<file path="config.mk">
export PLATFORM = sky130hd
export DESIGN_NAME = tsc_main_control
export DESIGN_NICKNAME = d
export VERILOG_FILES = /design/src/logic/tsc_pkg.sv /design/src/logic/tsc_main_control.sv /design/src/logic/tsc_pulse_gen.sv
export SDC_FILE = /design/constraint.sdc
export NUM_CORES = 1
export LEC_CHECK = 0
export ABC_AREA = 1
export BUFFER_PORTS_ARGS = -buffer_cell sky130_fd_sc_hd__buf_2
export CAP_MARGIN = 5
export CORE_MARGIN = 1.5
export CORE_UTILIZATION = 52
export DETAILED_ROUTE_END_ITERATION = 6
export GPL_TIMING_DRIVEN = 0
export PLACE_DENSITY = 0.78
export SYNTH_ARGS = -nofsm -noshare
export SYNTH_HDL_FRONTEND = slang
export SYNTH_SLANG_ARGS = --single-unit
</file>
<file path="constraint.sdc">
create_clock -name clk_sys -period 4.45 [get_ports clk_sys]
set_input_delay 1.335 -clock clk_sys [delete_from_list [all_inputs] [get_ports clk_sys]]
set_output_delay 1.335 -clock clk_sys [all_outputs]
set_load 0.01 [all_outputs]
</file>
<file path="src/logic/tsc_pkg.sv">
// constants, field layout and states for the switch main control register
// assumes a single 250 MHz system clock; pins arrive asynchronously
`default_nettype none
package tsc_pkg;

  // bus widths of the parallel microprocessor port
  localparam int ADDR_W = 15;
  localparam int DATA_W = 16;

  // internal register space select and register index
  localparam int REG_SPACE_BIT = 14;
  localparam logic [13:0] MAIN_CONTROL_ADDR = 14'h0000;

  // main_control field positions
  localparam int DISC_MODE_MSB = 15;
  localparam int DISC_MODE_LSB = 13;
  localparam int SAMPLE_MODE_BIT = 12;
  localparam int RESERVED_BIT = 11;
  localparam int DISC_EN_BIT = 10;
  localparam int LOCAL32_BIT = 9;
  localparam int FPW_BIT = 8;
  localparam int BP32_BIT = 7;
  localparam int EDGE_SEL_BIT = 6;
  localparam int IMPL_LSB = 6;

  // value after reset and decode codes
  localparam logic [15:0] MAIN_CONTROL_RESET = 16'h0000;
  localparam logic [2:0] DISC_BOTH_BANDS = 3'h7;
  localparam logic [2:0] DISC_LOW_BAND = 3'h0;

  // stream enable patterns
  localparam int STREAMS = 16;
  localparam logic [15:0] ALL_STREAMS = 16'hFFFF;
  localparam logic [15:0] LOW_EIGHT_STREAMS = 16'h00FF;

  // frame pulse widths in ns and in clock cycles (rounded up)
  localparam int CLK_PERIOD_NS = 4;
  localparam int FP_SLOW_NARROW_NS = 122;
  localparam int FP_FAST_NARROW_NS = 61;
  localparam int FP_SLOW_WIDE_NS = 244;
  localparam int FP_FAST_WIDE_NS = 122;
  localparam logic [7:0] FP_SLOW_NARROW_CYC =
    8'((FP_SLOW_NARROW_NS + CLK_PERIOD_NS - 1) / CLK_PERIOD_NS);
  localparam logic [7:0] FP_FAST_NARROW_CYC =
    8'((FP_FAST_NARROW_NS + CLK_PERIOD_NS - 1) / CLK_PERIOD_NS);
  localparam logic [7:0] FP_SLOW_WIDE_CYC =
    8'((FP_SLOW_WIDE_NS + CLK_PERIOD_NS - 1) / CLK_PERIOD_NS);
  localparam logic [7:0] FP_FAST_WIDE_CYC =
    8'((FP_FAST_WIDE_NS + CLK_PERIOD_NS - 1) / CLK_PERIOD_NS);

  // bus access states
  typedef enum logic [0:0] {BUS_IDLE, BUS_ACK} tsc_bus_state_e;

endpackage
`default_nettype wire

</file>
<file path="src/logic/tsc_main_control.sv">
// main control register of the tdm stream switch, with its decodes
// assumes asynchronous host pins and frame/clock pins; all synchronised here
//
// Functional notes
// - control register decoded at index zero
// - mode 111 both bands, 000 low only
// - mode field ignored while discriminator disabled
// - bit 10 enables frame boundary discrimination
// - bit 12 low: fixed three-quarter sampling
// - bit 12 high: programmable sample point
// - local bit 9 low: sixteen programmable streams
// - local bit 9 high: streams 0-7 at 32M
// - backplane bit 7 mirrors local fixed mode
// - narrow mode outputs 122 ns and 61 ns
// - wide mode 244 ns in, 244/122 out
// - bit 6 picks falling or rising edge
// - address bit 14 low selects registers
`timescale 1ns/1ns
`default_nettype none
module tsc_main_control (
  input wire logic clk_sys,
  input wire logic reset_n,
  input wire logic [tsc_pkg::ADDR_W-1:0] upAddr,
  input wire logic [tsc_pkg::DATA_W-1:0] upDataIn,
  output logic [tsc_pkg::DATA_W-1:0] upDataOut,
  output logic upDataOeN,
  input wire logic upChipSelN,
  input wire logic upStrobeN,
  input wire logic upReadWriteN,
  output logic upAckN,
  input wire logic inputClock,
  input wire logic framePulseIn,
  output logic framePulseOutSlow,
  output logic framePulseOutFast,
  output logic frameBoundary,
  output logic discriminatorEnable,
  output logic discriminatorBothBands,
  output logic discriminatorLowBand,
  output logic discriminatorModeReserved,
  output logic samplePointMode,
  output logic sampleFixedThreeQuarter,
  output logic localFixed32mMode,
  output logic backplaneFixed32mMode,
  output logic [tsc_pkg::STREAMS-1:0] localStreamEnable,
  output logic [tsc_pkg::STREAMS-1:0] backplaneStreamEnable
);
  import tsc_pkg::*;

  ////////////////////////////////////////////////////////////////////////
  // reset release through two flops
  logic rstMetaN; // first stage, read only by the second
  logic rstN; // released reset used everywhere below
  always_ff @(posedge clk_sys or negedge reset_n) begin
    if (!reset_n) begin
      rstMetaN <= 1'b0;
      rstN <= 1'b0;
    end else begin
      rstMetaN <= 1'b1;
      rstN <= rstMetaN;
    end
  end

  ////////////////////////////////////////////////////////////////////////
  // pin synchronisers: two flops each; address and data are assumed
  // stable before the strobe falls, so the strobe's extra edge covers skew
  logic [ADDR_W-1:0] addrMeta, addrSync;
  logic [DATA_W-1:0] dataMeta, dataSync;
  logic [2:0] ctlMeta, ctlSync; // {select, strobe, read} active high
  logic [1:0] lnkMeta, lnkSync; // {input clock, frame pulse}
  always_ff @(posedge clk_sys or negedge rstN) begin
    if (!rstN) begin
      addrMeta <= '0;
      addrSync <= '0;
      dataMeta <= '0;
      dataSync <= '0;
      ctlMeta <= 3'h0;
      ctlSync <= 3'h0;
      lnkMeta <= 2'h0;
      lnkSync <= 2'h0;
    end else begin
      addrMeta <= upAddr;
      addrSync <= addrMeta;
      dataMeta <= upDataIn;
      dataSync <= dataMeta;
      ctlMeta <= {~upChipSelN, ~upStrobeN, upReadWriteN};
      ctlSync <= ctlMeta;
      lnkMeta <= {inputClock, framePulseIn};
      lnkSync <= lnkMeta;
    end
  end

  ////////////////////////////////////////////////////////////////////////
  // address decode
  function automatic logic hitsReg(input logic [ADDR_W-1:0] a, input logic [13:0] idx);
    hitsReg = (a[REG_SPACE_BIT] == 1'b0) && (a[13:0] == idx);
  endfunction

  wire accessReq = ctlSync[2] & ctlSync[1]; // select and strobe both active
  wire isRead = ctlSync[0];
  wire mainHit = hitsReg(addrSync, MAIN_CONTROL_ADDR);

  ////////////////////////////////////////////////////////////////////////
  // bus state: one access per strobe, ack held until strobe releases
  tsc_bus_state_e state_reg, state_next;
  wire accessStart = (state_reg == BUS_IDLE) && accessReq;
  always_comb begin
    state_next = state_reg;
    unique case (state_reg)
      BUS_IDLE: begin
        if (accessReq) begin
          state_next = BUS_ACK;
        end
      end
      BUS_ACK: begin
        if (!accessReq) begin
          state_next = BUS_IDLE;
        end
      end
    endcase
  end

  ////////////////////////////////////////////////////////////////////////
  // main control storage; bits 5:0 belong elsewhere and read zero.
  // bit 11 is kept as written; the host is expected to leave it zero
  logic [DATA_W-1:IMPL_LSB] ctrl_reg;
  wire ctrlWrite = accessStart && !isRead && mainHit;
  wire [DATA_W-1:0] ctrlView = {ctrl_reg, {IMPL_LSB{1'b0}}};
  // unmapped reads answer zero rather than float
  wire [DATA_W-1:0] readValue = mainHit ? ctrlView : '0;

  logic [DATA_W-1:0] rdData_reg;
  logic oeN_reg;
  always_ff @(posedge clk_sys or negedge rstN) begin
    if (!rstN) begin
      state_reg <= BUS_IDLE;
      ctrl_reg <= MAIN_CONTROL_RESET[DATA_W-1:IMPL_LSB];
      rdData_reg <= '0;
      oeN_reg <= 1'b1;
    end else begin
      state_reg <= state_next;
      if (ctrlWrite) begin
        ctrl_reg <= dataSync[DATA_W-1:IMPL_LSB];
      end
      if (accessStart && isRead) begin
        rdData_reg <= readValue;
        oeN_reg <= 1'b0;
      end else if (!accessReq) begin
        oeN_reg <= 1'b1;
      end
    end
  end

  assign upDataOut = rdData_reg;
  assign upDataOeN = oeN_reg;
  assign upAckN = (state_reg != BUS_ACK);

  ////////////////////////////////////////////////////////////////////////
  // field decodes
  wire [2:0] discMode = ctrl_reg[DISC_MODE_MSB:DISC_MODE_LSB];
  assign discriminatorEnable = ctrl_reg[DISC_EN_BIT];
  // mode only counts while enabled
  assign discriminatorBothBands = discriminatorEnable && (discMode == DISC_BOTH_BANDS);
  assign discriminatorLowBand = discriminatorEnable && (discMode == DISC_LOW_BAND);
  assign discriminatorModeReserved = discriminatorEnable && !discriminatorBothBands
    && !discriminatorLowBand;
  assign samplePointMode = ctrl_reg[SAMPLE_MODE_BIT];
  assign sampleFixedThreeQuarter = !ctrl_reg[SAMPLE_MODE_BIT];
  assign localFixed32mMode = ctrl_reg[LOCAL32_BIT];
  assign backplaneFixed32mMode = ctrl_reg[BP32_BIT];
  // streams 8-15 unused in fixed 32M mode
  assign localStreamEnable = localFixed32mMode ? LOW_EIGHT_STREAMS : ALL_STREAMS;
  assign backplaneStreamEnable = backplaneFixed32mMode ? LOW_EIGHT_STREAMS : ALL_STREAMS;

  ////////////////////////////////////////////////////////////////////////
  // frame boundary: chosen input clock edge while frame pulse is high,
  // once per pulse so a wide pulse spanning two edges counts once
  logic clkPrev_reg;
  logic taken_reg;
  wire risingEdge = lnkSync[1] && !clkPrev_reg;
  wire fallingEdge = !lnkSync[1] && clkPrev_reg;
  wire chosenEdge = ctrl_reg[EDGE_SEL_BIT] ? risingEdge : fallingEdge;
  wire boundaryHit = chosenEdge && lnkSync[0] && !taken_reg;
  logic boundary_reg;
  always_ff @(posedge clk_sys or negedge rstN) begin
    if (!rstN) begin
      clkPrev_reg <= 1'b0;
      taken_reg <= 1'b0;
      boundary_reg <= 1'b0;
    end else begin
      clkPrev_reg <= lnkSync[1];
      taken_reg <= lnkSync[0] && (taken_reg || boundaryHit);
      boundary_reg <= boundaryHit;
    end
  end
  assign frameBoundary = boundary_reg;

  ////////////////////////////////////////////////////////////////////////
  // frame pulse outputs, width set by the pulse width select
  wire wideSel = ctrl_reg[FPW_BIT];
  wire [7:0] slowWidth = wideSel ? FP_SLOW_WIDE_CYC : FP_SLOW_NARROW_CYC;
  wire [7:0] fastWidth = wideSel ? FP_FAST_WIDE_CYC : FP_FAST_NARROW_CYC;

  tsc_pulse_gen slowGen (
    .clk_sys(clk_sys),
    .rstN(rstN),
    .start(boundary_reg),
    .width(slowWidth),
    .pulse(framePulseOutSlow)
  );
  tsc_pulse_gen fastGen (
    .clk_sys(clk_sys),
    .rstN(rstN),
    .start(boundary_reg),
    .width(fastWidth),
    .pulse(framePulseOutFast)
  );

  ////////////////////////////////////////////////////////////////////////
  // checks
  logic [7:0] fastLen_reg; // length of the current fast pulse
  logic [7:0] fastExp_reg; // width latched at pulse start
  always_ff @(posedge clk_sys or negedge rstN) begin
    if (!rstN) begin
      fastLen_reg <= 8'h00;
      fastExp_reg <= 8'h00;
    end else begin
      fastLen_reg <= framePulseOutFast ? fastLen_reg + 8'h01 : 8'h00;
      if (boundary_reg) begin
        fastExp_reg <= fastWidth;
      end
    end
  end
endmodule
`default_nettype wire

</file>
<file path="src/logic/tsc_pulse_gen.sv">
// one-shot pulse generator for the frame pulse outputs
// assumes start is a one-cycle pulse on clk_sys and width is stable
`timescale 1ns/1ns
`default_nettype none
module tsc_pulse_gen (
  input wire logic clk_sys,
  input wire logic rstN,
  input wire logic start,
  input wire logic [7:0] width,
  output logic pulse
);
  import tsc_pkg::*;

  logic [7:0] count_reg; // cycles left in the pulse
  logic [7:0] count_next;
  logic pulse_reg;
  logic pulse_next;

  ////////////////////////////////////////////////////////////////////////
  // next values: a new start restarts the pulse even mid-pulse
  assign count_next = start ? width : ((count_reg != 8'h00) ? count_reg - 8'h01 : 8'h00);
  assign pulse_next = start ? (width != 8'h00) : (count_reg > 8'h01);
  assign pulse = pulse_reg;

  ////////////////////////////////////////////////////////////////////////
  // counter and registered pulse
  always_ff @(posedge clk_sys or negedge rstN) begin
    if (!rstN) begin
      count_reg <= 8'h00;
      pulse_reg <= 1'b0;
    end else begin
      count_reg <= count_next;
      pulse_reg <= pulse_next;
    end
  end

endmodule
`default_nettype wire

</file>
==> metrics.yaml <==
timing:
  fmax_mhz: 362.0
  fin_tns_setup_ps: 0
  period_share_pct: 62.07
  finClkSkew_ps: 9.697
  finalHoldViolations: 0
  worst_pin_slew_ps: 731.1
  fin_crit_ps: 2762
  slew_headroom_pct: 51.26
  finalWorstSetupSlack_ps: 1688
  setup_viol: 0
  slew_viol_final: 0
  grt_setup_unrepaired: "no"
setup_path:
  critPathMaxFanout: 5
  timing.reg2reg.worst_path_depth: 5
  r2r_end: "slowGen.count_reg[4]$_DFF_PN0_"
  cp_data_required_time_ps: 3120
  r2r_start: "slowGen.count_reg[0]$_DFF_PN0_"
  rrSetupSlack_ps: 3160
  crit_type: "reg -> out"
  cp_data_arrival_time_ps: 1430
  end_kind: "output pin"
  critPathLaunchType: "flip-flop"
grt:
  grt_pass1_wl_um: 10430
  grt_antenna_before_repair: 0
  grt_usage_pct: 16.26
  grt_overflow: 0
  grt_pass1_vias: 2399
  grt_max_degree: 62
clocking:
  clock-sinks: 105
  cts_root_buf: "clkbuf_8"
  holdBufCountCts: 0
  cts_setup_buffers: 0
  clkSlewWorstSetupHoldPaths_ps: 100
  cts_buffers: 9
  ctsHtreeMaxLevel: 3
  clock_path_buffers: 2
  cts_tree: "done"
  clock_latency_ps: 360
  cts_resized: 0
synth:
  netlist_top_cells_area: "dfrtp_1 66%, buf_4 7.4%, nand2_1 6.8%"
  synth_area_per_cell_um2: 11.34
  synth_top_area_share_pct: 65.95
  yosysWarnings: 0
  synth-seq-cells: 105
  yosysTopAreaCell: "dfrtp_1"
  syn_inst: 348
  synthDistinctLibCells: 29
  ys_seq_area_share_pct: 66.61
  synth_area_um2: 3946
final_layout:
  diodes: 0
  largestRegisters: "addrMeta x15, addrSync x15"
  area_growth_pct: 19.44
  nNetsFinal: 495
  drive_above_1_share_pct: 31.36
  final_cells: 555
  fin_util_pct: 64.64
route:
  wl_per_cell_um: 10.55
  ant_nets: 0
  drt-pass1-iter-count: 4
  drt_iter0_drc: 132
  route.detailed.drc: 0
  avgViaCountPerCell: 4.472
  vias: 2482
  drt-total-wl_um: 5857
worst_hold_path:
  min_path_type: "reg -> reg"
  hp-start: "dataMeta[10]$_DFF_PN0_"
  holdPathStages: 0
  min_to: "dataSync[10]$_DFF_PN0_"
placement:
  portBuffers: 70
  dpl_worst_slack_ps: 2114
  dp.cells: 539
  dp_hpwl_um: 4363
  gp_congestion: 0.8575
power_and_ir_drop:
  internal_power_w: 0.001410
  combinationalPowerShare_pct: 16.3
  switchingPower_w: 0.0005998
  p_seq_share_pct: 56.8
  p_leak_nw: 2.358
  pwr_density_cell_nw_per_um2: 426.4
  p_total_w: 0.002010
  netSwitchingFraction_pct: 29.85
  pwr-share-clk_pct: 26.9
  irDropWorstVdd_mv: 0.2738
floorplan:
  die_h_um: 90.12
  die_w_um: 90.12
  initial_core_util_pct: 54.12
  rows: 31
  io_pins: 99
  core_area_um2: 7292
  die_area_um2: 8121
job:
  max-cap-violations: 0
run_status:
  outcome: "complete, no violations"
routing by layer:
layer / global-route usage, % / part of all wire (%) / vias up / wire (µm)
met3: 5.161 / 4.7 / 14 / 277
met5: 0 / 0 / - / 0
li1: - / - / 1248 / -
met4: 6.481 / 1.9 / 0 / 114
met1: 18.34 / 40 / 1149 / 2330
met2: 28.54 / 54 / 71 / 3134
how the worst max path moves through the flow:
stage                             startpoint                        endpoint  slack (ps)
floorplan                     rstN$_DFF_PN0_           addrMeta[0]$_DFF_PN0_        1310
global placement              rstN$_DFF_PN0_  fastGen.count_reg[6]$_DFF_PN0_         560
detailed placement  ctrl_reg[10]$_DFFE_PN0P_       discriminatorModeReserved        2110
CTS                 ctrl_reg[10]$_DFFE_PN0P_       discriminatorModeReserved        1690
global route        ctrl_reg[10]$_DFFE_PN0P_       discriminatorModeReserved        1530
finish              ctrl_reg[10]$_DFFE_PN0P_       discriminatorModeReserved        1690
layout by cell type, fill, tap and decap left out, types with 8 or more instances in the layout:
cell      netlist  layout
dfrtp_1       104     103
nand2_1        72      72
buf_2           0      70
buf_4          39      39
nor2_1         29      29
conb_1          2      23
inv_1          22      22
o21ai_1        11      11
nand4_1        11      11
clkbuf_8        0       9
nand3_1         8       8
o21ai_0         8       8
final cells by class:
type / count / area [µm²]
fillers: 605 / 2579
flip-flops and latches: 105 / 2633
inverters: 25 / 93.84
clock inverters: 6 / 62.56
plain buffers: 40 / 304.0
multi-input cells: 199 / 998.5
well taps: 99 / 123.9
repair buffers: 71 / 370.4
clock buffers: 10 / 127.6
cells by family (layout without fill, tap and decap cells):
family	count (synthesis)	after routing	share of synthesized area, %
simple gates	138	138	16.20
flops	105	105	66.61
buf+inv	65	152	10.08
compound gates	25	25	3.456
xor+xnor	7	7	1.554
fa+ha+maj	6	6	1.902
other cells	2	23	0.1903
worst max-delay path, stage by stage (launching register included):
cell and delay, ps:
dfrtp_1 410, inv_1 80, nor4_1 370, nor2_1 60
buf_2 150
power by group through the flow:
| stage | registers (W) | clock network (W) | logic, W |
|---|---|---|---|
| after floorplan | 0.00115 | 0 | 0.000255 |
| after global placement | 0.00116 | 0 | 0.000301 |
| after detailed placement | 0.00116 | 0 | 0.000326 |
| after CTS | 0.00114 | 0.000564 | 0.000329 |
| after global routing | 0.00116 | 0.000602 | 0.000385 |
| final | 0.00114 | 0.000540 | 0.000328 |
cells in the mapped netlist:
master and instances:
nand3_4 1, xor2_1 6, ha_1 6, nand3_1 8, dfstp_2 1, buf_6 1
nor2_4 4, nand2_2 2, nand3b_1 1, nor3_1 3, nor2_1 29, and2_1 1
xnor2_1 1, inv_2 3, conb_1 2, o211ai_1 1, inv_1 22, dfrtp_1 104
nand4_1 11, buf_4 39, o21ai_0 8, a21oi_1 2, nor4_1 1, o21bai_1 2
o21ai_1 11, o2111ai_1 1, nand2_1 72, nor2_2 4, nor3_4 1
per-stage QoR:
stage	instance area, µm²	hold slack (ps)
after floorplan	4025	331.2
after global placement	4499	334.3
after detailed placement	4523	334.7
after CTS	4713	349.8
after global routing	4713	362.1
final	4713	349.3
Power figures use the tool's default switching activity.
